[src/logic/oad_pkg.sv]
/*
 * constants for the operand address decoder: field positions, opcode
 * groups, address modes and size scaling.
 * assumes a 16-bit fixed instruction word and a 32-bit register datapath.
 */
// Functional notes
// - register plus zero-extended scaled 4-bit displacement
// - register plus register zero, unscaled
// - global base plus zero-extended scaled 8-bit displacement
// - global base plus register zero, unscaled
// - zero-extend immediate for test and logic ops
// - sign-extend immediate for move, add, compare
// - trap immediate zero-extended, times four
// - multiply-accumulate: both fields post-increment sources
// - single-source format: source in bits 11..8
// - opcode selects each register field role
package oad_pkg;
    localparam int OAD_OP_HI = 15;
    localparam int OAD_OP_LO = 12;
    localparam int OAD_RN_HI = 11;
    localparam int OAD_RN_LO = 8;
    localparam int OAD_RM_HI = 7;
    localparam int OAD_RM_LO = 4;
    localparam int OAD_D4_HI = 3;
    localparam int OAD_D8_HI = 7;
    localparam int OAD_D12_HI = 11;
    localparam logic [3:0] OAD_REG_ZERO = 4'h0;
    localparam logic [1:0] OAD_SZ_BYTE = 2'h0;
    localparam logic [1:0] OAD_SZ_WORD = 2'h1;
    localparam logic [1:0] OAD_SZ_LONG = 2'h2;
    localparam logic [1:0] OAD_TRAP_SHIFT = 2'h2;
    // top-nibble opcode groups
    localparam logic [3:0] OAD_GRP_MISC = 4'h0;
    localparam logic [3:0] OAD_GRP_ST_DISP = 4'h1;
    localparam logic [3:0] OAD_GRP_ST_IND = 4'h2;
    localparam logic [3:0] OAD_GRP_ARITH = 4'h3;
    localparam logic [3:0] OAD_GRP_SYS = 4'h4;
    localparam logic [3:0] OAD_GRP_LD_DISP = 4'h5;
    localparam logic [3:0] OAD_GRP_LD_IND = 4'h6;
    localparam logic [3:0] OAD_GRP_ADD_IMM = 4'h7;
    localparam logic [3:0] OAD_GRP_SHORT = 4'h8;
    localparam logic [3:0] OAD_GRP_PCW = 4'h9;
    localparam logic [3:0] OAD_GRP_BRA = 4'ha;
    localparam logic [3:0] OAD_GRP_BSR = 4'hb;
    localparam logic [3:0] OAD_GRP_GBR = 4'hc;
    localparam logic [3:0] OAD_GRP_PCL = 4'hd;
    localparam logic [3:0] OAD_GRP_MOV_IMM = 4'he;
    // second nibble selectors: trap and mova in group 0xc, compare in group 0x8
    localparam logic [3:0] OAD_C_TRAP = 4'h3;
    localparam logic [3:0] OAD_C_MOVA = 4'h7;
    localparam logic [3:0] OAD_C_CMPEQ_SUB = 4'h8;
    // field roles
    typedef enum logic [2:0] {
        OAD_FLD_NONE = 3'h0,
        OAD_FLD_DIRECT = 3'h1,
        OAD_FLD_INDIRECT = 3'h3,
        OAD_FLD_POSTINC = 3'h2,
        OAD_FLD_PREDEC = 3'h6,
        OAD_FLD_INDEXED = 3'h7,
        OAD_FLD_DISP = 3'h5
    } oad_fld_e;
    // effective address kinds
    typedef enum logic [2:0] {
        OAD_EA_NONE = 3'h0,
        OAD_EA_REG_DISP = 3'h1,
        OAD_EA_REG_IDX = 3'h3,
        OAD_EA_GBR_DISP = 3'h2,
        OAD_EA_GBR_IDX = 3'h6,
        OAD_EA_PC_DISP = 3'h7,
        OAD_EA_REG = 3'h5
    } oad_ea_e;
    typedef enum logic [1:0] {
        OAD_IMM_NONE = 2'h0,
        OAD_IMM_ZERO = 2'h1,
        OAD_IMM_SIGN = 2'h3,
        OAD_IMM_TRAP = 2'h2
    } oad_imm_e;
endpackage

[src/logic/oad_operand_address_decoder.sv]
/*
 * operand address decoder: registered decode of one instruction word per
 * valid cycle into field roles, immediate and effective address.
 * assumes register values arrive from the register file on the same clock
 * in the cycle the word is presented.
 */
`timescale 1ns/1ps
module oad_operand_address_decoder
    import oad_pkg::*;
#(
    parameter int DATA_W = 32
) (
    input wire logic sys_clk_i, // core clock
    input wire logic nrst_i, // async reset, active low
    input wire logic instr_valid_i, // instruction word present
    input wire logic [15:0] instr_i, // instruction word
    input wire logic [DATA_W-1:0] dest_general_register_i, // field 11..8 value
    input wire logic [DATA_W-1:0] source_general_register_i, // field 7..4
    input wire logic [DATA_W-1:0] register_zero_i, // register zero value
    input wire logic [DATA_W-1:0] global_base_register_i, // global base value
    input wire logic [DATA_W-1:0] pc_i, // address of this instruction
    output logic out_valid_o, // decode result valid
    output logic [3:0] opcode_o, // top nibble
    output logic [3:0] dest_field_o, // register number in 11..8
    output logic [3:0] src_field_o, // register number in 7..4
    output logic [2:0] dest_role_o, // oad_fld_e for dest field
    output logic [2:0] src_role_o, // oad_fld_e for source field
    output logic [1:0] size_o, // byte, word, long
    output logic [2:0] ea_kind_o, // oad_ea_e
    output logic [DATA_W-1:0] ea_o, // effective address
    output logic [1:0] imm_kind_o, // oad_imm_e
    output logic [DATA_W-1:0] imm_o, // extended immediate
    output logic [DATA_W-1:0] branch_disp_o, // sign-extended branch disp; zero-extended 8-bit disp for pc loads
    output logic mac_dest_o, // result goes to accumulator pair
    output logic ctrl_dest_o // dest is control or system register
);
    typedef struct packed {
        logic valid;
        logic [3:0] op;
        logic [3:0] rn;
        logic [3:0] rm;
        oad_fld_e rn_role;
        oad_fld_e rm_role;
        logic [1:0] size;
        oad_ea_e ea_kind;
        logic [DATA_W-1:0] ea;
        oad_imm_e imm_kind;
        logic [DATA_W-1:0] imm;
        logic [DATA_W-1:0] bdisp;
        logic mac;
        logic ctrl;
    } oad_state_s;

    oad_state_s st;
    oad_state_s next_st;

    // displacement times 1/2/4, zero-extended
    function automatic logic [DATA_W-1:0] scale_disp(
        input logic [7:0] d, input logic [1:0] sz);
        logic [DATA_W-1:0] z;
        z = DATA_W'(d);
        case (sz)
            OAD_SZ_WORD: scale_disp = z << 1;
            OAD_SZ_LONG: scale_disp = z << 2;
            default: scale_disp = z;
        endcase
    endfunction

    always_comb begin
        logic [15:0] w;
        logic [3:0] lo;
        w = instr_i;
        lo = w[3:0];
        next_st = st;
        next_st.valid = instr_valid_i;
        if (instr_valid_i) begin
            next_st.op = w[OAD_OP_HI:OAD_OP_LO];
            next_st.rn = w[OAD_RN_HI:OAD_RN_LO];
            next_st.rm = w[OAD_RM_HI:OAD_RM_LO];
            next_st.rn_role = OAD_FLD_NONE;
            next_st.rm_role = OAD_FLD_NONE;
            next_st.size = OAD_SZ_LONG;
            next_st.ea_kind = OAD_EA_NONE;
            next_st.ea = '0;
            next_st.imm_kind = OAD_IMM_NONE;
            next_st.imm = '0;
            next_st.bdisp = '0;
            next_st.mac = 1'b0;
            next_st.ctrl = 1'b0;
            case (w[OAD_OP_HI:OAD_OP_LO])
                OAD_GRP_MISC: begin
                    if (lo == 4'hf) begin
                        next_st.rn_role = OAD_FLD_POSTINC;
                        next_st.rm_role = OAD_FLD_POSTINC;
                        next_st.mac = 1'b1;
                        next_st.size = OAD_SZ_WORD;
                    end else if (lo[3:2] == 2'h1 || lo[3:2] == 2'h3) begin
                        next_st.size = lo[1:0];
                        next_st.ea_kind = OAD_EA_REG_IDX;
                        next_st.ea = (lo[3:2] == 2'h1) ?
                            dest_general_register_i + register_zero_i :
                            source_general_register_i + register_zero_i;
                        next_st.rn_role = (lo[3:2] == 2'h1) ?
                            OAD_FLD_INDEXED : OAD_FLD_DIRECT;
                        next_st.rm_role = (lo[3:2] == 2'h1) ?
                            OAD_FLD_DIRECT : OAD_FLD_INDEXED;
                    end else begin
                        next_st.rn_role = OAD_FLD_DIRECT;
                    end
                end
                OAD_GRP_ST_DISP, OAD_GRP_LD_DISP: begin
                    next_st.size = OAD_SZ_LONG;
                    next_st.ea_kind = OAD_EA_REG_DISP;
                    next_st.ea = ((w[OAD_OP_HI:OAD_OP_LO] == OAD_GRP_ST_DISP)
                        ? dest_general_register_i : source_general_register_i)
                        + scale_disp({4'h0, w[OAD_D4_HI:0]}, OAD_SZ_LONG);
                    next_st.rn_role = (w[OAD_OP_HI:OAD_OP_LO] ==
                        OAD_GRP_ST_DISP) ? OAD_FLD_DISP : OAD_FLD_DIRECT;
                    next_st.rm_role = (w[OAD_OP_HI:OAD_OP_LO] ==
                        OAD_GRP_ST_DISP) ? OAD_FLD_DIRECT : OAD_FLD_DISP;
                end
                OAD_GRP_ST_IND: begin
                    next_st.size = lo[1:0];
                    next_st.ea_kind = OAD_EA_REG;
                    next_st.rn_role = lo[2] ? OAD_FLD_PREDEC
                                            : OAD_FLD_INDIRECT;
                    next_st.rm_role = OAD_FLD_DIRECT;
                    next_st.ea = dest_general_register_i;
                    if (lo == 4'hf) begin
                        next_st.mac = 1'b1;
                        next_st.rn_role = OAD_FLD_POSTINC;
                        next_st.rm_role = OAD_FLD_POSTINC;
                        next_st.ea_kind = OAD_EA_NONE;
                        next_st.ea = '0;
                    end
                end
                OAD_GRP_LD_IND: begin
                    next_st.size = lo[1:0];
                    next_st.ea_kind = OAD_EA_REG;
                    next_st.ea = source_general_register_i;
                    next_st.rn_role = OAD_FLD_DIRECT;
                    next_st.rm_role = lo[2] ? OAD_FLD_POSTINC
                                            : OAD_FLD_INDIRECT;
                end
                OAD_GRP_ARITH: begin
                    next_st.rn_role = OAD_FLD_DIRECT;
                    next_st.rm_role = OAD_FLD_DIRECT;
                end
                OAD_GRP_SYS: begin
                    // single-source load of control/system register
                    next_st.rn_role = (w[3:0] == 4'he || w[3:0] == 4'ha) ?
                        OAD_FLD_DIRECT : OAD_FLD_POSTINC;
                    next_st.ctrl = w[1];
                    next_st.ea = dest_general_register_i;
                end
                OAD_GRP_ADD_IMM, OAD_GRP_MOV_IMM: begin
                    next_st.rn_role = OAD_FLD_DIRECT;
                    next_st.imm_kind = OAD_IMM_SIGN;
                    next_st.imm = DATA_W'($signed(w[OAD_D8_HI:0]));
                end
                OAD_GRP_SHORT: begin
                    if (w[11:10] == 2'h0) begin
                        // short displacement forms use register zero
                        next_st.size = w[9:8];
                        next_st.ea_kind = OAD_EA_REG_DISP;
                        next_st.rm_role = OAD_FLD_DISP;
                        next_st.ea = source_general_register_i +
                            scale_disp({4'h0, w[OAD_D4_HI:0]},
                                       w[9:8]);
                    end else if (w[11:8] == OAD_C_CMPEQ_SUB) begin
                        next_st.imm_kind = OAD_IMM_SIGN;
                        next_st.imm = DATA_W'($signed(w[OAD_D8_HI:0]));
                    end else begin
                        // conditional branch: 8-bit pc-relative
                        next_st.bdisp =
                            DATA_W'($signed(w[OAD_D8_HI:0]));
                    end
                end
                OAD_GRP_BRA, OAD_GRP_BSR: begin
                    next_st.bdisp =
                        DATA_W'($signed(w[OAD_D12_HI:0]));
                end
                OAD_GRP_PCW, OAD_GRP_PCL: begin
                    next_st.rn_role = OAD_FLD_DIRECT;
                    next_st.size = (w[OAD_OP_HI:OAD_OP_LO] == OAD_GRP_PCW) ?
                        OAD_SZ_WORD : OAD_SZ_LONG;
                    next_st.ea_kind = OAD_EA_PC_DISP;
                    next_st.bdisp = DATA_W'(w[OAD_D8_HI:0]);
                    next_st.ea = pc_i + scale_disp(w[OAD_D8_HI:0],
                                                   next_st.size);
                end
                OAD_GRP_GBR: begin
                    next_st.size = w[9:8];
                    if (w[11:8] == OAD_C_TRAP) begin
                        next_st.imm_kind = OAD_IMM_TRAP;
                        next_st.imm = DATA_W'(w[OAD_D8_HI:0]) <<
                            OAD_TRAP_SHIFT;
                    end else if (w[11:8] == OAD_C_MOVA) begin
                        next_st.ea_kind = OAD_EA_PC_DISP;
                        next_st.ea = pc_i +
                            scale_disp(w[OAD_D8_HI:0], OAD_SZ_LONG);
                    end else if (w[11] == 1'b1) begin
                        // test, and, xor, or: immediate zero-extended
                        next_st.imm_kind = OAD_IMM_ZERO;
                        next_st.imm = DATA_W'(w[OAD_D8_HI:0]);
                        if (w[10]) begin
                            next_st.size = OAD_SZ_BYTE;
                            next_st.ea_kind = OAD_EA_GBR_IDX;
                            next_st.ea = global_base_register_i +
                                register_zero_i;
                        end
                    end else if (w[9:8] != 2'h3) begin
                        next_st.ea_kind = OAD_EA_GBR_DISP;
                        next_st.ea = global_base_register_i +
                            scale_disp(w[OAD_D8_HI:0], w[9:8]);
                    end
                end
                default: begin
                    next_st.rn_role = OAD_FLD_NONE;
                end
            endcase
        end
    end

    always_ff @(posedge sys_clk_i or negedge nrst_i) begin
        if (!nrst_i) begin
            st <= '0;
        end else begin
            st <= next_st;
        end
    end

    assign out_valid_o = st.valid;
    assign opcode_o = st.op;
    assign dest_field_o = st.rn;
    assign src_field_o = st.rm;
    assign dest_role_o = st.rn_role;
    assign src_role_o = st.rm_role;
    assign size_o = st.size;
    assign ea_kind_o = st.ea_kind;
    assign ea_o = st.ea;
    assign imm_kind_o = st.imm_kind;
    assign imm_o = st.imm;
    assign branch_disp_o = st.bdisp;
    assign mac_dest_o = st.mac;
    assign ctrl_dest_o = st.ctrl;
endmodule // oad_operand_address_decoder

[config.mk]
export PLATFORM = sky130hd
export DESIGN_NAME = oad_operand_address_decoder
export DESIGN_NICKNAME = d
export VERILOG_FILES = /design/src/logic/oad_pkg.sv /design/src/logic/oad_operand_address_decoder.sv
export SDC_FILE = /design/constraint.sdc
export NUM_CORES = 1
export LEC_CHECK = 0
export BUFFER_PORTS_ARGS = -buffer_cell sky130_fd_sc_hd__buf_2
export CAP_MARGIN = 20
export CORE_UTILIZATION = 30
export DETAILED_ROUTE_END_ITERATION = 7
export PLACE_DENSITY = 0.59
export SLEW_MARGIN = 20
export SYNTH_ARGS = -nofsm -noshare
export SYNTH_HDL_FRONTEND = slang
export SYNTH_SLANG_ARGS = --single-unit
[constraint.sdc]
create_clock -name sys_clk_i -period 1.6 [get_ports sys_clk_i]
set_input_delay 0.32 -clock sys_clk_i [delete_from_list [all_inputs] [get_ports sys_clk_i]]
set_output_delay 0.32 -clock sys_clk_i [all_outputs]
set_load 0.05 [all_outputs]
==> key figures, run 1 <==
Logic synthesis
  – Yosys warns: 0
  – Syn Area/Cell: approximately 7.5 µm²
  – Ys flop type: dfrtp_1
  – Distinct cells, synth: between 80 and 90
  – EDFF count, synth: 0
  – Cells after Synth: approximately 1900
  – Async set-reset flop share out of synthesis: 1.00
  – Yosys reg bits: 83
  – Register area share after synthesis: 0.149
  – Syn nets: about 2200
  – Synth Cell Area: 0.0140 mm²

Global routing
  – Tot GR Track Use: 0.334
  – Antenna violations before repair: 3
  – Gr ovfl total: 0
  – First-pass GRT wire length: approximately 120 mm
  – Largest net degree at the start of global routing: 38
  – Vias in the first global route: 18800

Routing
  – DRC: 0
  – Via density: around 5.7
  – Total wire length: between 80 and 90 mm
  – Vias: just under 20000
  – Pre-antenna DRT Iters: 7
  – Post-DR wirelength/cell: 24.1 µm
  – 1st-iter DRT viols: between 2000 and 2500
  – Number of routed nets with antenna violations: 0

STA
  – Fin. Hold Viols: 0
  – Clock Skew: 0 ns
  – Final setup vio count: 46
  – Worst-margin pin slew: approximately 0.5 ns
  – Pins over their slew limit: 0
  – Slew Limit Headroom: 0.659
  – Setup ws final: -1.56 ns
  – Tmin final: 3.16 ns
  – RSZ-0062 raised after global routing: yes
  – Fmax: about 0.32 GHz
  – Period utilization: 1.97

Die
  – Die area: 0.0475 mm²
  – Die X: 218 µm
  – Die height: approximately 220 µm
  – Core ar.: approximately 0.046 mm²
  – IO Pins: ~300
  – Starting density of the core: 0.306
  – Row Count: 78

Flow run
  – Max_cap viols: 0

CTS
  – CTS Buf Count: 9
  – Clock Path Buffers: 2
  – Clock transition at the registers of the reported paths: around 0.08 ns
  – Root buffer cell: clkbuf_16
  – Worst-Skew Late Latency: 0.37 ns
  – H-tree depth: 3
  – CTS sink cnt: 83
  – TritonCTS clock tree: done

Critical path
  – Crit-path max FO: 7
  – CP startpoint kind: input port
  – Crit. Startpoint: instr_i[14]
  – Worst R2R Start: ea_o[21]$_DFFE_PN0P_
  – Crit-path cells: buf_12 > nand2b_4 > nor2_4 > buf_12 > buf_6 > mux2_4 > ha_4 > o21ai_4 > a21oi_2 > a221o_1 > buf_6 > nor2_4 > buf_6 > nor2_2 > xor2_1 > a221oi_2 > o2bb2ai_1 > a221o_1
  – Worst Path Arrival: ~3.4 ns
  – Crit path capture type: flip-flop
  – Slowest CP cell: a221o_1
  – WS Path Type: input port to flip-flop
  – Most common cell on crit path: buf_6
  – Worst stage delay on the critical path: around 0.38 ns
  – Req. time, crit path: about 1.9 ns

Pwr
  – Switching part of the total: 0.436
  – Sequential Power Share: 0.169
  – LEAKAGE: around 11 nW
  – Int Power: roughly 0.0079 W
  – P_sw: between 0.006 and 0.007 W
  – Comb power frac: 0.643
  – Total power: between 0.01 and 0.015 W
  – Clock network fraction of total power: 0.188
  – PwrDens: 576 mW/mm²
  – Worst IR Drop VDD: roughly 740 µV

Min path
  – Hold Path Class: input port to flip-flop
  – Hold_sp: instr_i[8]

Placement
  – Port Buffer Count: between 300 and 400
  – DPL Wire Length: 67.1 mm
  – Placed Area: ~0.021 mm²
  – Routability congestion estimate: slightly above 1

Status
  – Status: finished, violations left
  – Failing checks: negative setup slack

Finish
  – Layout cells sized above 1: 0.515
  – P&R area growth vs syn: 75.0%
  – Design Area, Final: roughly 0.024 mm²
  – Final Net Count: 3091
[layout make-up]
cell class                 count  area, µm²
clock inverter                 5        108
multi-input combinational   1579      13000
inverter                      50        210
fill                        4310      21200
clock buffer                  11        243
sequential                    83       2080
antenna                        3       7.51
tap                          600        751
timing repair buffer        1079       8040
[layout by cell type (no fill, tap or decap), types with 34 or more instances in the layout]
cell / n
a21o_1: 46
a21oi_1: 91
buf_2: 289
buf_4: 697
buf_6: 48
dfrtp_1: 81
ha_1: 66
ha_4: 36
inv_1: 40
nand2_1: 141
nand3_1: 58
nand4_1: 34
nor2_1: 119
nor3_1: 35
o21ai_0: 73
xnor2_1: 90
xor2_1: 70
[registers in the layout, summed over array words and instances (netlist names)]
register       count
size_o             2
src_role_o         3
ea_o              32
mac_dest_o         1
dest_role_o        3
branch_disp_o     12
imm_kind_o         2
imm_o             11
dest_field_o       4
ea_kind_o          3
out_valid_o        1
ctrl_dest_o        1
src_field_o        4
opcode_o           4
[Yosys cell counts, drive strengths merged (8+ instances only)]
| master | n | share of area |
|---|---|---|
| o2bb2ai | 27 | 0.017 |
| o22ai | 24 | 0.011 |
| o211ai | 20 | 0.011 |
| a21oi | 123 | 0.044 |
| mux2 | 43 | 0.035 |
| mux2i | 20 | 0.014 |
| a211oi | 23 | 0.013 |
| buf | 53 | 0.026 |
| nor4 | 16 | 0.0072 |
| and4 | 8 | 0.0050 |
| or2 | 11 | 0.0049 |
| o2111ai | 13 | 0.0081 |
| a221oi | 22 | 0.014 |
| a222oi | 13 | 0.0093 |
| and2 | 21 | 0.0094 |
| a21o | 46 | 0.025 |
| a22oi | 23 | 0.012 |
| o21ai | 129 | 0.046 |
| nor2b | 25 | 0.011 |
| xor2 | 75 | 0.047 |
| nand4 | 34 | 0.015 |
| nor3 | 46 | 0.016 |
| a211o | 12 | 0.0075 |
| a221o | 11 | 0.0079 |
| ha | 103 | 0.092 |
| clkbuf | 107 | 0.029 |
| o31ai | 14 | 0.0075 |
| dfrtp | 83 | 0.15 |
| nand2 | 160 | 0.043 |
| and3 | 35 | 0.016 |
| nor2 | 136 | 0.037 |
| nor3b | 8 | 0.0043 |
| inv | 50 | 0.013 |
| o21a | 16 | 0.0086 |
| nand3 | 66 | 0.024 |
| a22o | 14 | 0.0088 |
| a31oi | 25 | 0.011 |
| xnor2 | 100 | 0.063 |
| nand2b | 17 | 0.0076 |
| o221ai | 18 | 0.011 |
[what timing repair did]
action                                  4_1_cts  5_1_grt
endpoints found under the setup margin      101       82
endpoints found under the hold margin        19        0
cloned                                        0        0
pin swaps                                   145      143
gates resized for setup                     271      176
hold buffers                                  1        0
setup buffers                                45       30
[power by group through the flow]
| stage | Combinational (W) | Sequential, W | Clock, W |
|---|---|---|---|
| after CTS | 0.00840 | 0.00238 | 0.00268 |
| after global routing | 0.00951 | 0.00239 | 0.00275 |
| final | 0.00905 | 0.00238 | 0.00265 |
| after global placement | 0.00759 | 0.00242 | 0 |
| after floorplan | 0.00344 | 0.00296 | 0 |
| after detailed placement | 0.00764 | 0.00242 | 0 |
[path summary, 6_finish.rpt]
kind | cells after the start | to | slack [ns]
worst max-delay path | 18 | ea_o[14]$_DFFE_PN0P_ | -1.56
worst max register to register | 5 | ea_o[21]$_DFFE_PN0P_ | 0
max in group asynchronous | 3 | ea_o[6]$_DFFE_PN0P_ | 0.70
worst min-delay path | 3 | dest_field_o[0]$_DFFE_PN0P_ | 0.34
min in group asynchronous | 2 | imm_o[8]$_DFFE_PN0P_ | 0.38
worst min register to register | 1 | branch_disp_o[1]$_DFFE_PN0P_ | 0.48
[kinds of logic after synthesis]
family / after synthesis / share of synthesized area
AOI/OAI and AO/OA: 630 / 0.310
xor gates and xnor gates: 175 / 0.110
adders and majority gates: 110 / 0.102
buffers and inverters: 210 / 0.0686
DFF: 83 / 0.149
muxes: 63 / 0.0490
and+or+nand+nor: 601 / 0.212
[worst max-delay path: cells and delay by family]
kind                     cells  cell delay, ns
AO/OA/AOI/OAI                6            1.21
buffers and inverters        5            0.66
AND/OR/NAND/NOR              4            0.49
multiplexers                 1            0.31
adder cells (fa/ha/maj)      1            0.26
XOR/XNOR                     1            0.14
[stage by stage]
step / setup TNS, ns / hold WS (ns) / setup WS, ns / util / std cells
6_report: -43.83 / 0.339 / -1.56 / 0.535 / 3410
5_1_grt: -48.44 / 0.341 / -1.67 / 0.535 / 3408
4_1_cts: -43.28 / 0.317 / -1.63 / 0.512 / 3379
3_5_place_dp: -78.66 / 0.243 / -2.30 / 0.470 / 3323
3_3_place_gp: -76.75 / 0.243 / -2.31 / 0.470 / 3323
2_1_floorplan: -53.85 / 0.0244 / -2.13 / - / 1872
[layer usage]
layer | up-vias | global-route usage | routed length [µm]
met2 | 1045 | 0.534 | 36400
met5 | - | 0 | 11
met1 | 9473 | 0.442 | 34700
met3 | 191 | 0.0435 | 6430
li1 | 8870 | - | -
met4 | 2 | 0.162 | 4530
Power figures use the tool's default switching activity.
==> inputs of run 2 (changes only) <==
--- a/config.mk
+++ b/config.mk
@@ -5,11 +5,13 @@
 export SDC_FILE = /design/constraint.sdc
 export NUM_CORES = 1
 export LEC_CHECK = 0
+export ABC_AREA = 1
 export BUFFER_PORTS_ARGS = -buffer_cell sky130_fd_sc_hd__buf_2
 export CAP_MARGIN = 20
 export CORE_UTILIZATION = 30
 export DETAILED_ROUTE_END_ITERATION = 7
 export PLACE_DENSITY = 0.59
+export SKIP_CTS_REPAIR_TIMING = 1
 export SLEW_MARGIN = 20
 export SYNTH_ARGS = -nofsm -noshare
 export SYNTH_HDL_FRONTEND = slang
==> run 2 against run 1 <==
Utilization rose by 0.15 points. Worst hold slack lost 0.079 ns. Critical endpoint is now ea_o[21]$_DFFE_PN0P_. Routed wire length up 20%. Setup slack better by 0.31 ns. Clock power is 23% lower. The flow still finishes with violations (negative setup slack). Critical path type unchanged.
==> key figures, run 2 <==
Status
  – Status: finished, violations left (unchanged)
  – Failing checks: negative setup slack (unchanged)

CTS
  – Clock Path Buffers: 2 (unchanged)
  – TritonCTS clock tree: done (unchanged)
  – Clock transition at the registers of the reported paths: 0.07 ns (was 0.08 ns)
  – CTS sink cnt: 83 (unchanged)
  – Root buffer cell: clkbuf_16 (unchanged)
  – Worst-Skew Late Latency: 0.36 ns (was 0.37 ns)
  – H-tree depth: 3 (unchanged)
  – CTS Buf Count: 9 (unchanged)

Routing
  – Pre-antenna DRT Iters: 6 (was 7)
  – Vias: 24800 (was 19600)
  – Total wire length: 98.8 mm (was 82.0 mm)
  – DRC: 0 (unchanged)
  – Number of routed nets with antenna violations: 0 (unchanged)
  – 1st-iter DRT viols: 2556 (was 2124)
  – Post-DR wirelength/cell: 21.1 µm (was 24.1 µm)
  – Via density: 5.29 (was 5.74)

Logic synthesis
  – Cells after Synth: 2893 (was 1872)
  – Top-count cell post-synth: nand2_1 (unchanged)
  – Yosys reg bits: 83 (unchanged)
  – Commonest cells post-synth: nand2_1, inv_1, nand3_1, nor2_1, o21ai_0 (was nand2_1, nor2_1, o21ai_0, a21oi_1, clkbuf_1)
  – Yosys warns: 0 (unchanged)
  – Ys flop type: dfrtp_1 (unchanged)
  – Synth Cell Area: 0.0159 mm² (was 0.0140 mm²)
  – Register area share after synthesis: 0.131 (was 0.149)
  – Distinct cells, synth: 56 (was 81)
  – Syn Area/Cell: 5.48 µm² (was 7.47 µm²)
  – Top cells by area, synth: nand2_1, dfrtp_1, nand3_1 (was dfrtp_1, ha_1, xnor2_1)
  – Yosys top cell area share: 0.222 (was 0.149)
  – EDFF count, synth: 0 (unchanged)
  – Syn nets: 3182 (was 2161)
  – Async set-reset flop share out of synthesis: 1.00 (unchanged)
  – Largest area contributor in the netlist: nand2_1 (was dfrtp_1)

Critical path
  – CP startpoint kind: input port (unchanged)
  – Worst setup path end: ea_o[21]$_DFFE_PN0P_ (was ea_o[14]$_DFFE_PN0P_)
  – R2R depth: 3 (was 5)
  – Worst Path Arrival: 3.11 ns (was 3.42 ns)
  – Crit path capture type: flip-flop (unchanged)
  – RR Endpoint: imm_o[30]$_DFFE_PN0P_ (was ea_o[21]$_DFFE_PN0P_)
  – R2R Setup Slk: 0.76 ns (was 0 ns)
  – WS Path Type: input port to flip-flop (unchanged)
  – Crit-path max FO: 7 (unchanged)
  – Req. time, crit path: 1.86 ns (about the same)
  – Worst R2R Start: imm_o[30]$_DFFE_PN0P_ (was ea_o[21]$_DFFE_PN0P_)
  – Crit. Startpoint: instr_i[8] (was instr_i[14])

Pwr
  – Worst IR Drop VDD: 389 µV (was 736 µV)
  – LEAKAGE: 14.7 nW (was 11.4 nW)
  – Comb power frac: 0.679 (was 0.643)
  – Switching part of the total: 0.484 (was 0.436)
  – Total power: 0.0141 W (about the same)
  – PwrDens: 506 mW/mm² (was 576 mW/mm²)
  – Int Power: 0.00726 W (was 0.00794 W)
  – Clock network fraction of total power: 0.144 (was 0.188)
  – P_sw: 0.00681 W (was 0.00614 W)
  – Sequential Power Share: 0.177 (was 0.169)

Die
  – Core ar.: 0.0518 mm² (was 0.0457 mm²)
  – Die X: 232 µm (was 218 µm)
  – Starting density of the core: 0.306 (about the same)
  – IO Pins: 303 (unchanged)
  – Die height: 232 µm (was 218 µm)
  – Die area: 0.0538 mm² (was 0.0475 mm²)
  – Row Count: 83 (was 78)

STA
  – Clock Skew: 0 ns (unchanged)
  – Setup ws final: -1.25 ns (was -1.56 ns)
  – Fmax: 0.351 GHz (was 0.317 GHz)
  – Period utilization: 1.78 (was 1.97)
  – Pins over their slew limit: 0 (unchanged)
  – Final setup vio count: 40 (was 46)
  – Worst-margin pin slew: 0.503 ns (was 0.506 ns)
  – Fin. Hold Viols: 0 (unchanged)
  – RSZ-0062 raised after global routing: yes (unchanged)
  – Slew Limit Headroom: 0.661 (was 0.659)
  – Setup TNS: -33.92 ns (was -43.83 ns)
  – Tmin final: 2.85 ns (was 3.16 ns)

Finish
  – Final Net Count: 4285 (was 3091)
  – Final core utilization: 0.537 (was 0.535)
  – Most frequent cells in the layout: nand2_1, buf_4, inv_1 (was buf_4, buf_2, nand2_1)
  – Number of flip-flops in the largest register: 32 (unchanged)
  – Commonest non-fill, non-tap cell in the layout: nand2_1 (was buf_4)
  – P&R area growth vs syn: 75.4% (was 75.0%)
  – Layout cells sized above 1: 0.425 (was 0.515)
  – Fillers: 5169 (was 4310)

Global routing
  – Largest net degree at the start of global routing: 40 (was 38)
  – Vias in the first global route: 22300 (was 18800)
  – Tot GR Track Use: 0.343 (was 0.334)
  – First-pass GRT wire length: 137 mm (was 118 mm)
  – Gr ovfl total: 0 (unchanged)
  – Antenna violations before repair: 1 (was 3)

Placement
  – Pre-CTS setup slack: -1.89 ns (was -2.30 ns)
  – DPL Wire Length: 82.2 mm (was 67.1 mm)
  – Routability congestion estimate: 1.07 (was 1.01)
  – Port Buffer Count: 302 (unchanged)

Min path
  – Hold Path Class: input port to flip-flop (unchanged)
  – Hold_sp: instr_i[9] (was instr_i[8])

Flow run
  – Max_cap viols: 0 (unchanged)
## run 2: cell count changes in the layout (fill, tap and decap cells not counted), moves of 31 or more
| cell | before | now |
|---|---|---|
| and3_1 | 32 | 1 |
| o21ai_0 | 73 | 135 |
| nand2_2 | 17 | 91 |
| inv_1 | 40 | 324 |
| nand3_2 | 3 | 63 |
| buf_4 | 697 | 816 |
| a21oi_1 | 91 | 129 |
| nor2_1 | 119 | 189 |
| nand2_1 | 141 | 831 |
| xnor2_1 | 90 | 9 |
| nand3_1 | 58 | 228 |
| xor2_1 | 70 | 10 |
## run 2: stage by stage
step	instance area [µm²]	hold slack [ns]	std cells
global placement	24300	0.281	4594
global route	27800	0.296	4681
finish	27800	0.259	4682
detailed placement	24300	0.284	4594
CTS	24600	-0.108	4610
floorplan	16200	0.0244	2893
## run 2: power groups by stage
stage,Clock [W],Combinational (W),Sequential [W]
floorplan,0,0.00331,0.00313
global placement,0,0.00799,0.00253
detailed placement,0,0.00800,0.00253
CTS,0.00205,0.00804,0.00249
global route,0.00214,0.0101,0.00250
finish,0.00203,0.00955,0.00249
## run 2: worst min path at each step
| stage | depth (start not counted) | to | slack, ns |
|---|---|---|---|
| 2_1_floorplan | 0 | branch_disp_o[0]$_DFFE_PN0P_ | 0.02 |
| 3_3_place_gp | 1 | src_field_o[3]$_DFFE_PN0P_ | 0.28 |
| 3_5_place_dp | 1 | src_field_o[3]$_DFFE_PN0P_ | 0.28 |
| 4_1_cts | 1 | imm_kind_o[0]$_DFFE_PN0P_ | -0.11 |
| 5_1_grt | 3 | size_o[1]$_DFFE_PN0P_ | 0.30 |
| 6_report | 3 | size_o[1]$_DFFE_PN0P_ | 0.26 |
## run 2: critical path: stages
cell        delay (ns)
buf_8             0.09
inv_6             0.04
ha_4              0.35
nand2_8           0.09
o22ai_4           0.22
buf_12            0.14
ha_4              0.20
a21o_1            0.19
a21boi_2          0.14
nand2_2           0.13
nand2_4           0.12
buf_6             0.12
clkinvlp_4        0.15
nand2_1           0.10
nand2_1           0.05
nand3_1           0.06
nand2_1           0.06
inv_1             0.06
nand4_1           0.19
o21ai_1           0.20
nand2_1           0.07
## run 2: logic make-up (layout without fill, tap and decap cells)
| kind of cell | after synthesis | count (layout) | share of synthesized area |
|---|---|---|---|
| AOI/OAI and AO/OA | 545 | 545 | 0.200 |
| xor gates and xnor gates | 22 | 22 | 0.0121 |
| adders and majority gates | 110 | 110 | 0.0901 |
| buffers and inverters | 476 | 1583 | 0.125 |
| DFF | 83 | 83 | 0.131 |
| other | 0 | 1 | 0 |
| and+or+nand+nor | 1657 | 1658 | 0.442 |
## run 2: layer usage
layer | wire length (µm) | global-route usage | up-vias
met1 | 40200 | 0.454 | 11400
met2 | 43100 | 0.536 | 1298
li1 | - | - | 11800
met5 | 14 | 0 | -
met3 | 9000 | 0.0495 | 280
met4 | 6540 | 0.179 | 2
## run 2: cell type report
type | instances | area, µm² | share of cell area
Antenna cell | 1 | 2.50 | 0.0000899
Multi-Input combinational cell | 2335 | 14200 | 0.512
Tap cell | 680 | 851 | 0.0306
Inverter | 372 | 1480 | 0.0531
Sequential cell | 83 | 2080 | 0.0747
Timing Repair Buffer | 1195 | 8900 | 0.320
Clock buffer | 10 | 229 | 0.00823
Clock inverter | 6 | 48.8 | 0.00175
